--- src/rtl/intc_pkg.sv ---
// Package for the interrupt controller with supply monitor.
// Assumes a single 20 MHz system clock and an 8-bit register port.
package intc_pkg;
    localparam int unsigned CLK_HZ = 20_000_000;
    localparam int unsigned IRQ_DELAY_NS = 1000;
    localparam int unsigned IRQ_DELAY_CYC =
        (IRQ_DELAY_NS * (CLK_HZ / 1_000_000)) / 1000 < 1 ? 1 :
        (IRQ_DELAY_NS * (CLK_HZ / 1_000_000)) / 1000;
    localparam logic [2:0] A_EDGE = 3'h0;
    localparam logic [2:0] A_CTRL0 = 3'h1;
    localparam logic [2:0] A_CTRL1 = 3'h2;
    localparam logic [2:0] A_CTRL2 = 3'h3;
    localparam logic [2:0] A_CTRL3 = 3'h4;
    localparam logic [2:0] A_MULTI = 3'h5;
    localparam logic [2:0] A_SUPPLY = 3'h6;
    localparam logic [7:0] RST_VAL = 8'h00;
    localparam logic [7:0] EDGE_MASK = 8'h0F;
    localparam logic [7:0] CTRL0_MASK = 8'h7F;
    localparam logic [7:0] MULTI_MASK = 8'h77;
    localparam logic [7:0] SUPPLY_WMASK = 8'h1F;
    localparam int unsigned GIE_BIT = 0;
    localparam int unsigned LVO_BIT = 5;
    localparam int unsigned LVEN_BIT = 4;
    localparam int unsigned BGB_BIT = 3;
    localparam int unsigned NSRC = 16;
    localparam int unsigned VEC_W = 4;
    localparam logic [1:0] EDGE_OFF = 2'h0;
    localparam logic [1:0] EDGE_RISE = 2'h1;
    localparam logic [1:0] EDGE_FALL = 2'h2;
    localparam logic [1:0] EDGE_BOTH = 2'h3;

    typedef struct packed {
        logic [2:0] addr;
        logic [7:0] wdata;
        logic wr;
        logic rd;
    } reg_req_t;

    typedef enum logic [1:0] {
        ST_IDLE = 2'h0,
        ST_REQ = 2'h1,
        ST_SERV = 2'h3
    } ack_state_t;

    typedef struct packed {
        logic [7:0] edge_r;
        logic [7:0] ctrl0;
        logic [7:0] ctrl1;
        logic [7:0] ctrl2;
        logic [7:0] ctrl3;
        logic [7:0] multi;
        logic [7:0] supply;
        logic [1:0] pin_prev;
        logic lvo_prev;
        logic [15:0] dly_cnt;
        logic dly_run;
        logic [7:0] rdata;
        ack_state_t st;
        logic irq_req;
        logic [3:0] vec;
        logic bandgap_en;
        logic det_on;
    } state_t;
endpackage

--- src/rtl/intc_supply.sv ---
// Interrupt request/enable logic and supply detector control.
// Assumes pin and source inputs synchronous to clock_i, and a CPU
// that acknowledges a vector with a one-cycle pulse.
//
// Strobed register access and the register offsets were left to the implementer.
`timescale 1ns/1ns
module intc_supply #(
    parameter int unsigned DELAY_CYC = intc_pkg::IRQ_DELAY_CYC
) (
    input wire logic clock_i, // System clock
    input wire logic sys_rst_i, // Synchronous reset, active high
    input wire logic [2:0] addr_i, // Register address
    input wire logic [7:0] wdata_i, // Write data
    input wire logic wr_i, // Write strobe
    input wire logic rd_i, // Read strobe
    output logic [7:0] rdata_o, // Read data, cycle after read
    input wire logic ext_irq_pin_0_i, // External pin 0
    input wire logic ext_irq_pin_1_i, // External pin 1
    input wire logic line_comp0_evt_i, // Comparator 0 event pulse
    input wire logic [7:0] ctrl1_evt_i, // Events for control 1 flags
    input wire logic [7:0] ctrl2_evt_i, // Events for control 2 flags
    input wire logic [2:0] ctrl3_evt_i, // Comparator 1, time bases
    input wire logic [2:0] multi_evt_i, // Serial port, timer A, timer P
    input wire logic comp_below_i, // Analogue comparator: supply low
    input wire logic sleep_i, // Device in sleep mode
    input wire logic low_supply_reset_en_i, // Low-supply reset enabled
    input wire logic stack_full_i, // Return stack full
    input wire logic ack_i, // CPU takes the presented vector
    output logic irq_req_o, // Interrupt request to CPU
    output logic [3:0] irq_vec_o, // Vector index of request
    output logic detector_on_o, // Power to detector
    output logic bandgap_en_o, // Bandgap reference enable
    output logic [2:0] threshold_sel_o, // Selected threshold code
    output logic wake_o // Flag newly set, wake request
);
    intc_pkg::state_t q, d;
    intc_pkg::reg_req_t req;
    logic [1:0] pin_now;
    logic [1:0] pin_hit;
    logic [7:0] newf0, newf1, newf2, newf3, newfm;
    logic [15:0] pend;
    logic [3:0] win;
    logic found;
    logic lvf_set;
    logic det_act;

    assign req = '{addr: addr_i, wdata: wdata_i, wr: wr_i, rd: rd_i};
    assign pin_now = {ext_irq_pin_1_i, ext_irq_pin_0_i};

    // Edge decode per pin
    genvar g;
    generate
        for (g = 0; g < 2; g++) begin : g_pin
            logic [1:0] sel;
            assign sel = q.edge_r[2*g +: 2];
            assign pin_hit[g] =
                (sel[0] & pin_now[g] & ~q.pin_prev[g]) |
                (sel[1] & ~pin_now[g] & q.pin_prev[g]);
        end
    endgenerate

    always_comb begin
        d = q;
        newf0 = 8'h00;
        newf1 = 8'h00;
        newf2 = 8'h00;
        newf3 = 8'h00;
        newfm = 8'h00;
        lvf_set = 1'b0;
        det_act = q.supply[intc_pkg::LVEN_BIT] & ~sleep_i;
        d.det_on = det_act;
        d.bandgap_en = q.supply[intc_pkg::LVEN_BIT] |
            low_supply_reset_en_i | q.supply[intc_pkg::BGB_BIT];
        d.pin_prev = pin_now;
        // Output flag follows comparator while detector active
        d.supply[intc_pkg::LVO_BIT] = det_act & comp_below_i;
        d.lvo_prev = q.supply[intc_pkg::LVO_BIT];
        // Delay restarts on every rise, stops on fall
        if (!q.supply[intc_pkg::LVO_BIT]) begin
            d.dly_run = 1'b0;
            d.dly_cnt = 16'h0000;
        end else if (!q.lvo_prev) begin
            d.dly_run = 1'b1;
            d.dly_cnt = 16'h0000;
        end else if (q.dly_run) begin
            if (q.dly_cnt >= 16'(DELAY_CYC - 1)) begin
                lvf_set = 1'b1;
                d.dly_run = 1'b0;
            end else begin
                d.dly_cnt = q.dly_cnt + 16'h0001;
            end
        end

        // Register writes
        if (req.wr) begin
            case (req.addr)
                intc_pkg::A_EDGE:
                    d.edge_r = req.wdata & intc_pkg::EDGE_MASK;
                intc_pkg::A_CTRL0:
                    d.ctrl0 = req.wdata & intc_pkg::CTRL0_MASK;
                intc_pkg::A_CTRL1: d.ctrl1 = req.wdata;
                intc_pkg::A_CTRL2: d.ctrl2 = req.wdata;
                intc_pkg::A_CTRL3: d.ctrl3 = req.wdata;
                intc_pkg::A_MULTI:
                    d.multi = req.wdata & intc_pkg::MULTI_MASK;
                intc_pkg::A_SUPPLY:
                    d.supply = (req.wdata & intc_pkg::SUPPLY_WMASK) |
                        (d.supply & ~intc_pkg::SUPPLY_WMASK);
                default: ;
            endcase
        end

        // Hardware sets win over software clears
        newf0 = {1'b0, pin_hit[1], pin_hit[0], line_comp0_evt_i,
            4'h0};
        newf1 = {ctrl1_evt_i[7:6], ctrl1_evt_i[5] | lvf_set,
            ctrl1_evt_i[4], 4'h0} & 8'hF0;
        newf2 = ctrl2_evt_i & 8'hF0;
        newfm = {1'b0, multi_evt_i, 4'h0};
        newf3 = {1'b0, ctrl3_evt_i, 4'h0};
        d.ctrl0 = d.ctrl0 | newf0;
        d.ctrl1 = d.ctrl1 | newf1 | {ctrl1_evt_i[7:4], 4'h0} & 8'h00;
        d.ctrl2 = d.ctrl2 | newf2;
        d.multi = d.multi | newfm;
        // Multi-source flag set when any enabled secondary flag is set
        if (|(q.multi[6:4] & q.multi[2:0]))
            newf3[7] = 1'b1;
        d.ctrl3 = d.ctrl3 | newf3;

        // Pending = flag AND own enable, in priority order
        pend = {8'h00,
            q.ctrl3[7] & q.ctrl3[3],
            q.ctrl2[4] & q.ctrl2[0],
            q.ctrl1[5] & q.ctrl1[1],
            q.ctrl3[4] & q.ctrl3[0],
            q.ctrl1[6] & q.ctrl1[2],
            q.ctrl0[4] & q.ctrl0[1],
            q.ctrl0[6] & q.ctrl0[3],
            q.ctrl0[5] & q.ctrl0[2]};
        pend[8] = q.ctrl1[4] & q.ctrl1[0];
        pend[9] = q.ctrl1[7] & q.ctrl1[3];
        pend[10] = q.ctrl2[7] & q.ctrl2[3];
        pend[11] = q.ctrl2[6] & q.ctrl2[2];
        pend[12] = q.ctrl2[5] & q.ctrl2[1];
        pend[13] = q.ctrl3[6] & q.ctrl3[2];
        pend[14] = q.ctrl3[5] & q.ctrl3[1];
        win = 4'h0;
        found = 1'b0;
        for (int i = 0; i < intc_pkg::NSRC; i++) begin
            if (pend[i] && !found) begin
                win = 4'(i);
                found = 1'b1;
            end
        end

        case (q.st)
            intc_pkg::ST_IDLE: begin
                d.irq_req = 1'b0;
                if (found && q.ctrl0[intc_pkg::GIE_BIT]
                        && !stack_full_i) begin
                    d.st = intc_pkg::ST_REQ;
                    d.irq_req = 1'b1;
                    d.vec = win;
                end
            end
            intc_pkg::ST_REQ: begin
                if (!q.ctrl0[intc_pkg::GIE_BIT] || stack_full_i) begin
                    d.st = intc_pkg::ST_IDLE;
                    d.irq_req = 1'b0;
                end else if (ack_i) begin
                    d.ctrl0[intc_pkg::GIE_BIT] = 1'b0;
                    d.irq_req = 1'b0;
                    d.st = intc_pkg::ST_SERV;
                end else begin
                    d.vec = win;
                end
            end
            intc_pkg::ST_SERV: begin
                d.st = intc_pkg::ST_IDLE;
            end
            default: begin
                d.st = intc_pkg::ST_IDLE;
                d.irq_req = 1'b0;
            end
        endcase

        // Read data, one cycle later
        d.rdata = 8'h00;
        if (req.rd) begin
            case (req.addr)
                intc_pkg::A_EDGE: d.rdata = q.edge_r;
                intc_pkg::A_CTRL0: d.rdata = q.ctrl0;
                intc_pkg::A_CTRL1: d.rdata = q.ctrl1;
                intc_pkg::A_CTRL2: d.rdata = q.ctrl2;
                intc_pkg::A_CTRL3: d.rdata = q.ctrl3;
                intc_pkg::A_MULTI: d.rdata = q.multi;
                intc_pkg::A_SUPPLY: d.rdata = q.supply;
                default: d.rdata = 8'h00;
            endcase
        end
    end

    // Wake when hardware sets flags, unless any flag it sets this cycle was already set
    logic wake_q;
    always_ff @(posedge clock_i) begin
        if (sys_rst_i)
            wake_q <= 1'b0;
        else
            wake_q <= |{newf0, newf1, newf2, newf3, newfm}
                & ~|({q.ctrl0, q.ctrl1, q.ctrl2, q.ctrl3, q.multi}
                & {newf0, newf1, newf2, newf3, newfm});
    end

    always_ff @(posedge clock_i) begin
        if (sys_rst_i) begin
            q <= '0;
            q.st <= intc_pkg::ST_IDLE;
        end else begin
            q <= d;
        end
    end

    assign rdata_o = q.rdata;
    assign irq_req_o = q.irq_req;
    assign irq_vec_o = q.vec;
    assign detector_on_o = q.det_on;
    assign bandgap_en_o = q.bandgap_en;
    assign threshold_sel_o = q.supply[2:0];
    assign wake_o = wake_q;
endmodule

--- config.mk ---
export PLATFORM = sky130hd
export DESIGN_NAME = intc_supply
export DESIGN_NICKNAME = d
export VERILOG_FILES = /design/src/rtl/intc_pkg.sv /design/src/rtl/intc_supply.sv
export SDC_FILE = /design/constraint.sdc
export NUM_CORES = 1
export LEC_CHECK = 0
export BUFFER_PORTS_ARGS = -buffer_cell sky130_fd_sc_hd__buf_2
export CORE_MARGIN = 10
export CORE_UTILIZATION = 40
export CTS_CLUSTER_SIZE = 40
export DETAILED_ROUTE_END_ITERATION = 7
export PLACE_DENSITY = 0.59
export SKIP_LAST_GASP = 1
export SYNTH_ARGS = -nofsm -noshare
export SYNTH_HDL_FRONTEND = slang
export SYNTH_SLANG_ARGS = --single-unit
--- constraint.sdc ---
create_clock -name clock_i -period 1.9 [get_ports clock_i]
set_input_delay 0.38 -clock clock_i [delete_from_list [all_inputs] [get_ports clock_i]]
set_output_delay 0.38 -clock clock_i [all_outputs]
set_load 0.02 [all_outputs]
### Word level (Yosys, flattened, before mapping)

Cells that the tools add are included.

| storage, ports and cells | value |
|---|---|
| register bits after elaboration | 90 |
| bits of input ports | 45 |
| output and inout port bits | 19 |
| word-level logic and storage cells | 187 |

| cells by class | value |
|---|---|
| $add $sub $neg | 1 |
| $lt $le $gt $ge | 1 |
| eq/ne operators | 12 |
| multiplexer cells | 56 |
| bitwise operators | 49 |
| reductions and logical operators | 49 |

Operators by type and width:

| kind | number |
|---|---|
| two-way mux 4 bit | 15 |
| case mux 8 bit (7 select lines) | 1 |
| two-way mux 48 bit | 1 |
| two-way mux 8 bit | 6 |
| AND 40 x 39 -> 40 bit | 1 |
| OR reduction 40 bit | 1 |
| two-way mux 1 bit | 27 |
| AND 1 bit | 26 |
| bitwise OR 8 bit | 3 |
| OR reduction 18 bit | 1 |
| logical NOT 1 bit | 17 |
| adder 16 x 1 -> 16 bit (second input constant) | 1 |
| greater-or-equal comparator 16 x 5 -> 1 bit (second input constant) | 1 |
| logical AND 1 bit | 16 |
| bitwise OR 8 x 7 -> 8 bit | 2 |
| NOT 1 bit | 10 |
| AND reduction 2 bit | 5 |
| equality test 3 bit (second input constant) | 3 |
| bitwise OR 5 x 8 -> 8 bit | 1 |
| case mux 4 bit (2 select lines) | 1 |
| two-way mux 7 bit | 1 |
| equality test 3 x 2 -> 1 bit (second input constant) | 2 |
| two-way mux 3 bit | 2 |
| != test 2 bit (second input constant) | 3 |
| other kinds (15) | 21 |

### Logic depth before layout (Yosys ltp)

Gate-level depths: netlist of run 1.

| logic depth | value |
|---|---|
| word-level depth | 48 |
| depth in mapped cells | 7 |

### Worst setup path before layout of run 1

Ideal clock, no wire load.

| timing | value |
|---|---|
| kind | input -> register |
| start | input multi_evt_i[1] |
| end | register wake_q, in the netlist wake_o |
| library setup time | 0.086 ns |
| data arrival time | 1.493 ns |
| path slack | 0.321 ns |
| stages | 4 |
| path through | a222oi_1 nand3_2 or4_1 a211oi_1 |

| on the way | value |
|---|---|
| longest elaborated chain between the ends | 4 |

Ends and longest elaborated chain:

| item | RTL line | source |
|---|---|---|
| from (decl) | intc_supply.sv:23 | `input wire logic [2:0] multi_evt_i,` |
| AND 40 x 39 -> 40 bit | intc_supply.sv:211 | `& {newf0, newf1, newf2, newf3, newfm});` |
| OR reduction 40 bit | intc_supply.sv:210 | `& ~\|({q.ctrl0, q.ctrl1, q.ctrl2, q.ctrl3, q.multi}` |
| logical NOT 1 bit | intc_supply.sv:210 |  |
| AND 1 bit (*) | intc_supply.sv:210 |  |
| to (signal assigned) | intc_supply.sv:209 | `wake_q <= \|{newf0, newf1, newf2, newf3, newfm}` |
| to (decl) | intc_supply.sv:204 | `logic wake_q;` |

Mark *: on every way between the ends. The rest lies on a longest branch, timed or not.
A chain may end at the register's enable or synchronous reset.

### Worst setup path after layout of run 1

| timing | value |
|---|---|
| start | register q[59] in the netlist's numbering |
| end | register q, in the netlist irq_vec_o[1] |

| on the way | value |
|---|---|
| longest elaborated chain between the ends | 10 |

Ends and longest elaborated chain:

| item | RTL line | source |
|---|---|---|
| from (decl) | intc_supply.sv:36 | `intc_pkg::state_t q, d;` |
| AND 1 bit (*) | intc_supply.sv:145 | `pend[13] = q.ctrl3[6] & q.ctrl3[2];` |
| logical AND 1 bit (*) | intc_supply.sv:150 | `if (pend[i] && !found) begin` |
| two-way mux 1 bit | intc_supply.sv:150 |  |
| logical NOT 1 bit | intc_supply.sv:150 |  |
| logical AND 1 bit | intc_supply.sv:150 |  |
| two-way mux 1 bit | intc_supply.sv:150 |  |
| logical AND 1 bit | intc_supply.sv:159 | `if (found && q.ctrl0[intc_pkg::GIE_BIT]` |
| logical AND 1 bit | intc_supply.sv:160 | `&& !stack_full_i) begin` |
| != test 2 bit (no source line) | - |  |
| AND reduction 4 bit (no source line) | - |  |

Mark *: on every way between the ends. The rest lies on a longest branch, timed or not. The select of a mux whose other input is x is not followed.

==> flow_summary_export.csv, run 1 <==
group,metric,value,unit
power_and_ir_drop,pwr_density_cell,828,nW/um^2
global_route,antenna_found_initial,0,
worst_setup_path,worstSetupEndpoint,"irq_vec_o[1]",
sta,setup_tns,0,ns
placed_design,hpwlAfterDp,9680,um
finish,nNetsFinal,588,
global_route,use_met1,0.213,
route,vias,3673,
global_route,grt_usage,0.176,
worst_setup_path,critical_path.max_fanout,7,
logic_synthesis,ys_seq_elements,85,
sta,max_slew_margin,0.546,
floorplanning,num_io_pins,64,
floorplanning,rows,36,
worst_setup_path,reg2reg_from,"q[59]",
clocking,cts_resized,0,
worst_setup_path,critPathLaunch,"q[59]",
sta,final.min_clock_period,1.82,ns
run,cap_violations,0,
logic_synthesis,ys_types,54,
floorplanning,dieHeight,119,um
global_route,grt_pass1_vias,3691,
clocking,clkTransAtPathRegs,0.08,ns
global_route,grt_max_degree,36,
sta,period_share,0.958,
logic_synthesis,synth_common_cells,"97 x nand2_1, 85 x dfxtp_1, 27 x a21oi_1, 25 x nor2_1, 22 x a31oi_1",
sta,fmax,549,MHz
power_and_ir_drop,p_leak,0.00198,uW
worst_setup_path,crit_type,"reg -> reg",
clocking,clockBufferDepth,2,
route,drt_iter0_drc,411,
clocking,clk_latency,0.36,ns
global_route,use_met3,0.0368,
sta,maxSlewViolCount,0,
placed_design,globalplace.congestion,0.932,
finish,area_growth_syn_to_layout,19.7,%
clocking,cts_max_level,3,
floorplanning,dieWidth,119,um
logic_synthesis,synthTopCellsByArea,"dfxtp_1 43%, nand2_1 9.3%, mux2i_1 4.1%",
route,first_pass_iters,5,
clocking,post_cts_buffers,0,
worst_setup_path,slowest_stage,"a222oi_1",
floorplanning,core_area,9640,um^2
sta,worstMarginPinSlew,0.680,ns
run_status,status,"complete, no violations",
clocking,cts_tree,"done",
finish,diodes,0,
placed_design,io_buffers,55,
finish,utilization,0.487,
global_route,globalRouteMet2Util,0.304,
floorplanning,start_util,0.407,
global_route,grt_pass1_wl,20100,um
logic_synthesis,async_flop_share,0,
route,drtAntennaViolNets,0,
logic_synthesis,yosysSeqAreaShare,0.434,
global_route,gr-max-usage-layer,"met2",
route,avgViaCountPerCell,5.40,
worst_setup_path,worst_ep_arrival_time,2.06,ns
clocking,ctsHoldBuffers,0,
route,drc,0,
global_route,overflow,0,
logic_synthesis,yosys_warnings,0,
route,wirelength,12600,um
sta,setup_violations,0,
worst_setup_path,rr_endpoint,"irq_vec_o[1]",
hold_path,hold_class,"in -> reg",
worst_setup_path,crit_path_max_incr_delay,0.48,ns
worst_setup_path,r2r_cells,5,
logic_synthesis,yosys.area.top_type_share,0.434,
worst_setup_path,worst_setup_path_start_kind,"flop",
sta,rsz0062_at_grt,"false",
route,wl_per_cell,18.5,um
logic_synthesis,synth_area_leader_cell,"dfxtp_1",
power_and_ir_drop,peakVddDrop,462,uV
clocking,cts_buffers,9,
worst_setup_path,critical_path.endpoint_type,"flop",
finish,drive_above_1_share,0.216,
logic_synthesis,syn_area,3920,um^2
logic_synthesis,syn_nets,523,
logic_synthesis,synth_most_common_cell,"nand2_1",
sta,finClkSkew,0.0123,ns
worst_setup_path,critPathRequiredTime,2.14,ns
sta,final-hold-violation-count,0,
floorplanning,die-area,14200,um^2
logic_synthesis,syn_area_per_cell,8.22,um^2
logic_synthesis,synthFlopType,"dfxtp_1",
clocking,clock-root-buffer,"clkbuf_8",
logic_synthesis,syn_inst,477,
clocking,clock_sinks,85,
worst_setup_path,rrSetupSlack,0.08,ns
logic_synthesis,synth_edf_count,0,
worst_setup_path,cp_cell_sequence,"a222oi_1, nand3_2, o311ai_4, nor2b_1, nor3_2",
[logic make-up after synthesis]
logic type	Yosys count	synth area share
fa+ha+maj	1	0.00319
buf+inv	59	0.0718
xor+xnor	3	0.00671
simple gates	204	0.248
flops	85	0.434
mux	19	0.0495
compound gates	106	0.186
[per-stage QoR]
stage / setup WS (ns) / area, um^2 / std cells / hold slack, ns / total power [uW]
floorplan: 0.321 / 3920 / 477 / 0.432 / 2110
global placement: 0.0888 / 4440 / 664 / 0.443 / 2300
detailed placement: 0.0737 / 4440 / 664 / 0.445 / 2300
CTS: 0.104 / 4690 / 680 / 0.182 / 3900
global route: 0.00114 / 4690 / 680 / 0.190 / 4020
finish: 0.0796 / 4690 / 680 / 0.194 / 3880
[cell type report]
type	instances	area [um^2]
sequential	85	1700
clock inverter	6	118
multi-input combinational	333	1940
fill	959	4950
tap	133	166
clock buffer	10	138
timing repair buffer	92	553
inverter	21	78.8
[where the power goes]
| group | total, uW | internal, uW | switching (uW) |
|---|---|---|---|
| Combinational | 391 | 156 | 235 |
| Sequential | 1880 | 1830 | 47.5 |
| Clock | 1610 | 923 | 691 |
| Total | 3880 | 2910 | 974 |
[critical path: cells and delay by family (launching register included)]
family	cells	cell delay (ns)
AOI/OAI and AO/OA	2	0.84
and+or+nand+nor	3	0.47
DFF	1	0.40
[worst min path at each step]
| stage | cells past startpoint | to | start |
|---|---|---|---|
| floorplan | 2 | irq_vec_o[2] | irq_vec_o[2] |
| global placement | 2 | irq_vec_o[2] | irq_vec_o[2] |
| detailed placement | 2 | irq_vec_o[3] | irq_vec_o[3] |
| CTS | 2 | detector_on_o | sleep_i |
| global route | 2 | detector_on_o | sleep_i |
| finish | 2 | detector_on_o | sleep_i |
[cells in the final DEF (no fill, tap or decap), types with 2 or more instances in the layout]
| cell | count |
|---|---|
| a211oi_1 | 3 |
| a21oi_1 | 27 |
| a221oi_1 | 4 |
| a222oi_1 | 3 |
| a22oi_1 | 16 |
| a31oi_1 | 22 |
| a32oi_1 | 4 |
| and2_1 | 6 |
| and3_1 | 17 |
| buf_2 | 55 |
| buf_4 | 37 |
| bufinv_16 | 3 |
| clkbuf_8 | 10 |
| dfxtp_1 | 85 |
| inv_1 | 21 |
| mux2_2 | 3 |
| mux2i_1 | 16 |
| nand2_1 | 97 |
| nand2b_1 | 2 |
| nand3_1 | 11 |
| nand3_2 | 2 |
| nand3b_1 | 3 |
| nand4_1 | 5 |
| nor2_1 | 25 |
| nor2b_1 | 12 |
| nor3_1 | 10 |
| nor4_1 | 5 |
| o211ai_1 | 4 |
| o21a_1 | 3 |
| o21ai_0 | 5 |
| o21ai_1 | 2 |
| o22ai_1 | 3 |
| xor2_1 | 2 |
[sequential cells by signal, indices dropped and copies added (netlist names)]
signal,flops
threshold_sel_o,3
irq_req_o,1
bandgap_en_o,1
q,61
wake_o,1
d,1
detector_on_o,1
g_pin.sel,4
rdata_o,8
irq_vec_o,4
[routing by layer]
layer	share of wire	routed length, um	up-vias
li1	-	-	1805
met1	0.44	5480	1755
met2	0.49	6140	91
met3	0.051	643	22
met4	0.023	293	0
met5	0	0	-
(Power assumes the default switching activity.)
==> inputs of run 2 (changes only) <==
--- a/config.mk
+++ b/config.mk
@@ -6,7 +6,6 @@
 export NUM_CORES = 1
 export LEC_CHECK = 0
 export BUFFER_PORTS_ARGS = -buffer_cell sky130_fd_sc_hd__buf_2
-export CORE_MARGIN = 10
 export CORE_UTILIZATION = 40
 export CTS_CLUSTER_SIZE = 40
 export DETAILED_ROUTE_END_ITERATION = 7
==> run 2 against run 1 <==
Critical path type unchanged. Highest routed layer unchanged. Critical path depth stayed put. Total power down 7.9%. Clock skew down 0.0055 ns. Design area shrank 1.2%. Non-clock buffer count is 1 lower. Worst setup slack gained 0.064 ns. Flip-flop and latch count unchanged. Global-route usage increased by 6.9 points.
==> flow_summary_export.csv, run 2 (synthesis gave the netlist of run 1 again) <==
group,metric,value,unit
worst_setup_path,reg2reg_from,"q[68]",
route,drt_iter0_drc,345,
worst_setup_path,worst_ep_arrival_time,2.06,ns
hold_path,hold_class,"in -> reg",
global_route,grt_max_degree,26,
global_route,grt_pass1_wl,18700,um
finish,layout.cells.most_common,"nand2_1",
worst_setup_path,crit_path_max_incr_delay,0.41,ns
route,drtAntennaViolNets,0,
clocking,clockBufferDepth,2,
global_route,grt_pass1_vias,3492,
worst_setup_path,slowest_stage,"a22oi_1",
placed_design,hpwlAfterDp,8870,um
clocking,clkTransAtPathRegs,0.08,ns
sta,max_slew_margin,0.528,
sta,setup_tns,0,ns
route,first_pass_iters,6,
floorplanning,dieWidth,101,um
worst_setup_path,critical_path.endpoint_type,"flop",
clocking,clk_latency,0.37,ns
floorplanning,core_area,9370,um^2
route,wl_per_cell,17.6,um
finish,most-common-layout-cells,"97 x nand2_1, 85 x dfxtp_1, 55 x buf_2, 35 x buf_4, 27 x a21oi_1",
clocking,post_cts_buffers,0,
worst_setup_path,critical_path.max_fanout,5,
floorplanning,die-area,10200,um^2
sta,final-hold-violation-count,0,
worst_setup_path,crit_buf_inv,0,
clocking,clock_sinks,85,
sta,finClkSkew,0.00687,ns
floorplanning,dieHeight,101,um
sta,final.min_clock_period,1.76,ns
run_status,status,"complete, no violations",
floorplanning,rows,35,
route,drc,0,
worst_setup_path,crit_type,"reg -> reg",
sta,period_share,0.924,
sta,fmax,569,MHz
finish,largest_reg_flops,61,
worst_setup_path,critPathLaunch,"q[68]",
sta,maxSlewViolCount,0,
power_and_ir_drop,pwr_density_cell,771,nW/um^2
finish,area_growth_syn_to_layout,18.3,%
sta,rsz0062_at_grt,"false",
clocking,cts_max_level,3,
placed_design,globalplace.congestion,0.934,
power_and_ir_drop,p_leak,0.00195,uW
global_route,antenna_found_initial,0,
worst_setup_path,worst_setup_path_start_kind,"flop",
global_route,overflow,0,
route,avgViaCountPerCell,5.54,
placed_design,io_buffers,55,
hold_path,hold_path.startpoint,"sleep_i",
floorplanning,num_io_pins,64,
clocking,ctsHoldBuffers,0,
worst_setup_path,cpLargestDelayFamily,"compound AO/OA/AOI/OAI gates",
clocking,cts_buffers,9,
finish,diodes,0,
clocking,cts_tree,"done",
route,vias,3738,
finish,registers.top_by_ff_count,"q",
floorplanning,start_util,0.418,
worst_setup_path,critPathRequiredTime,2.20,ns
sta,setup_violations,0,
run,cap_violations,0,
route,wirelength,11900,um
clocking,clock-root-buffer,"clkbuf_8",
sta,worstMarginPinSlew,0.707,ns
clocking,cts_resized,0,
finish,nNetsFinal,587,
power_and_ir_drop,peakVddDrop,510,uV
power_and_ir_drop,power,3580,uW
sta,worst_hold_slack,0.194,ns
worst_setup_path,cp_cell_sequence,"a22oi_1, nand2_1, o211ai_1, or3b_1, a21oi_1",
global_route,grt_usage,0.246,
finish,drive_above_1_share,0.212,
-- run 2: cell count changes in the layout (fill, tap and decap cells not counted), sizes merged --
cell      before  now
clkbuf        10   11
clkinv         0    1
bufinv         3    1
buf           92   91
clkinvlp       1    2
inv           23   22
-- run 2: where the power goes --
part | internal, uW | switching, uW
registers | 1830 | 46.4
clock network | 646 | 661
logic | 158 | 236
-- run 2: final timing paths --
| check | to | slack (ns) | cells after the start |
|---|---|---|---|
| setup / recovery | irq_vec_o[2] | 0.14 | 5 |
| hold / removal | detector_on_o | 0.19 | 2 |
| setup reg to reg | irq_vec_o[2] | 0.14 | 5 |
| hold reg to reg | irq_vec_o[2] | 0.46 | 2 |
-- run 2: per-stage QoR --
step	setup slack, ns	cells	utilization	cell area (um^2)
2_1_floorplan	0.321	477	-	3920
3_3_place_gp	0.111	659	0.473	4440
3_5_place_dp	0.0991	659	0.473	4440
4_1_cts	0.140	675	0.495	4640
5_1_grt	0.00300	675	0.495	4640
6_report	0.144	675	0.495	4640
-- run 2: final cells by class --
type / instances / area (um^2)
fillers: 950 / 4740
multi-input cells: 333 / 1940
flip-flops and latches: 85 / 1700
repair buffers: 91 / 558
well taps: 129 / 161
clock buffers: 11 / 141
inverters: 21 / 78.8
clock inverters: 5 / 58.8
-- run 2: layer usage --
layer | track usage | wire (um)
met5 | 0 | 0
met4 | 0.115 | 370
met3 | 0.0624 | 703
met2 | 0.397 | 5540
met1 | 0.307 | 5260
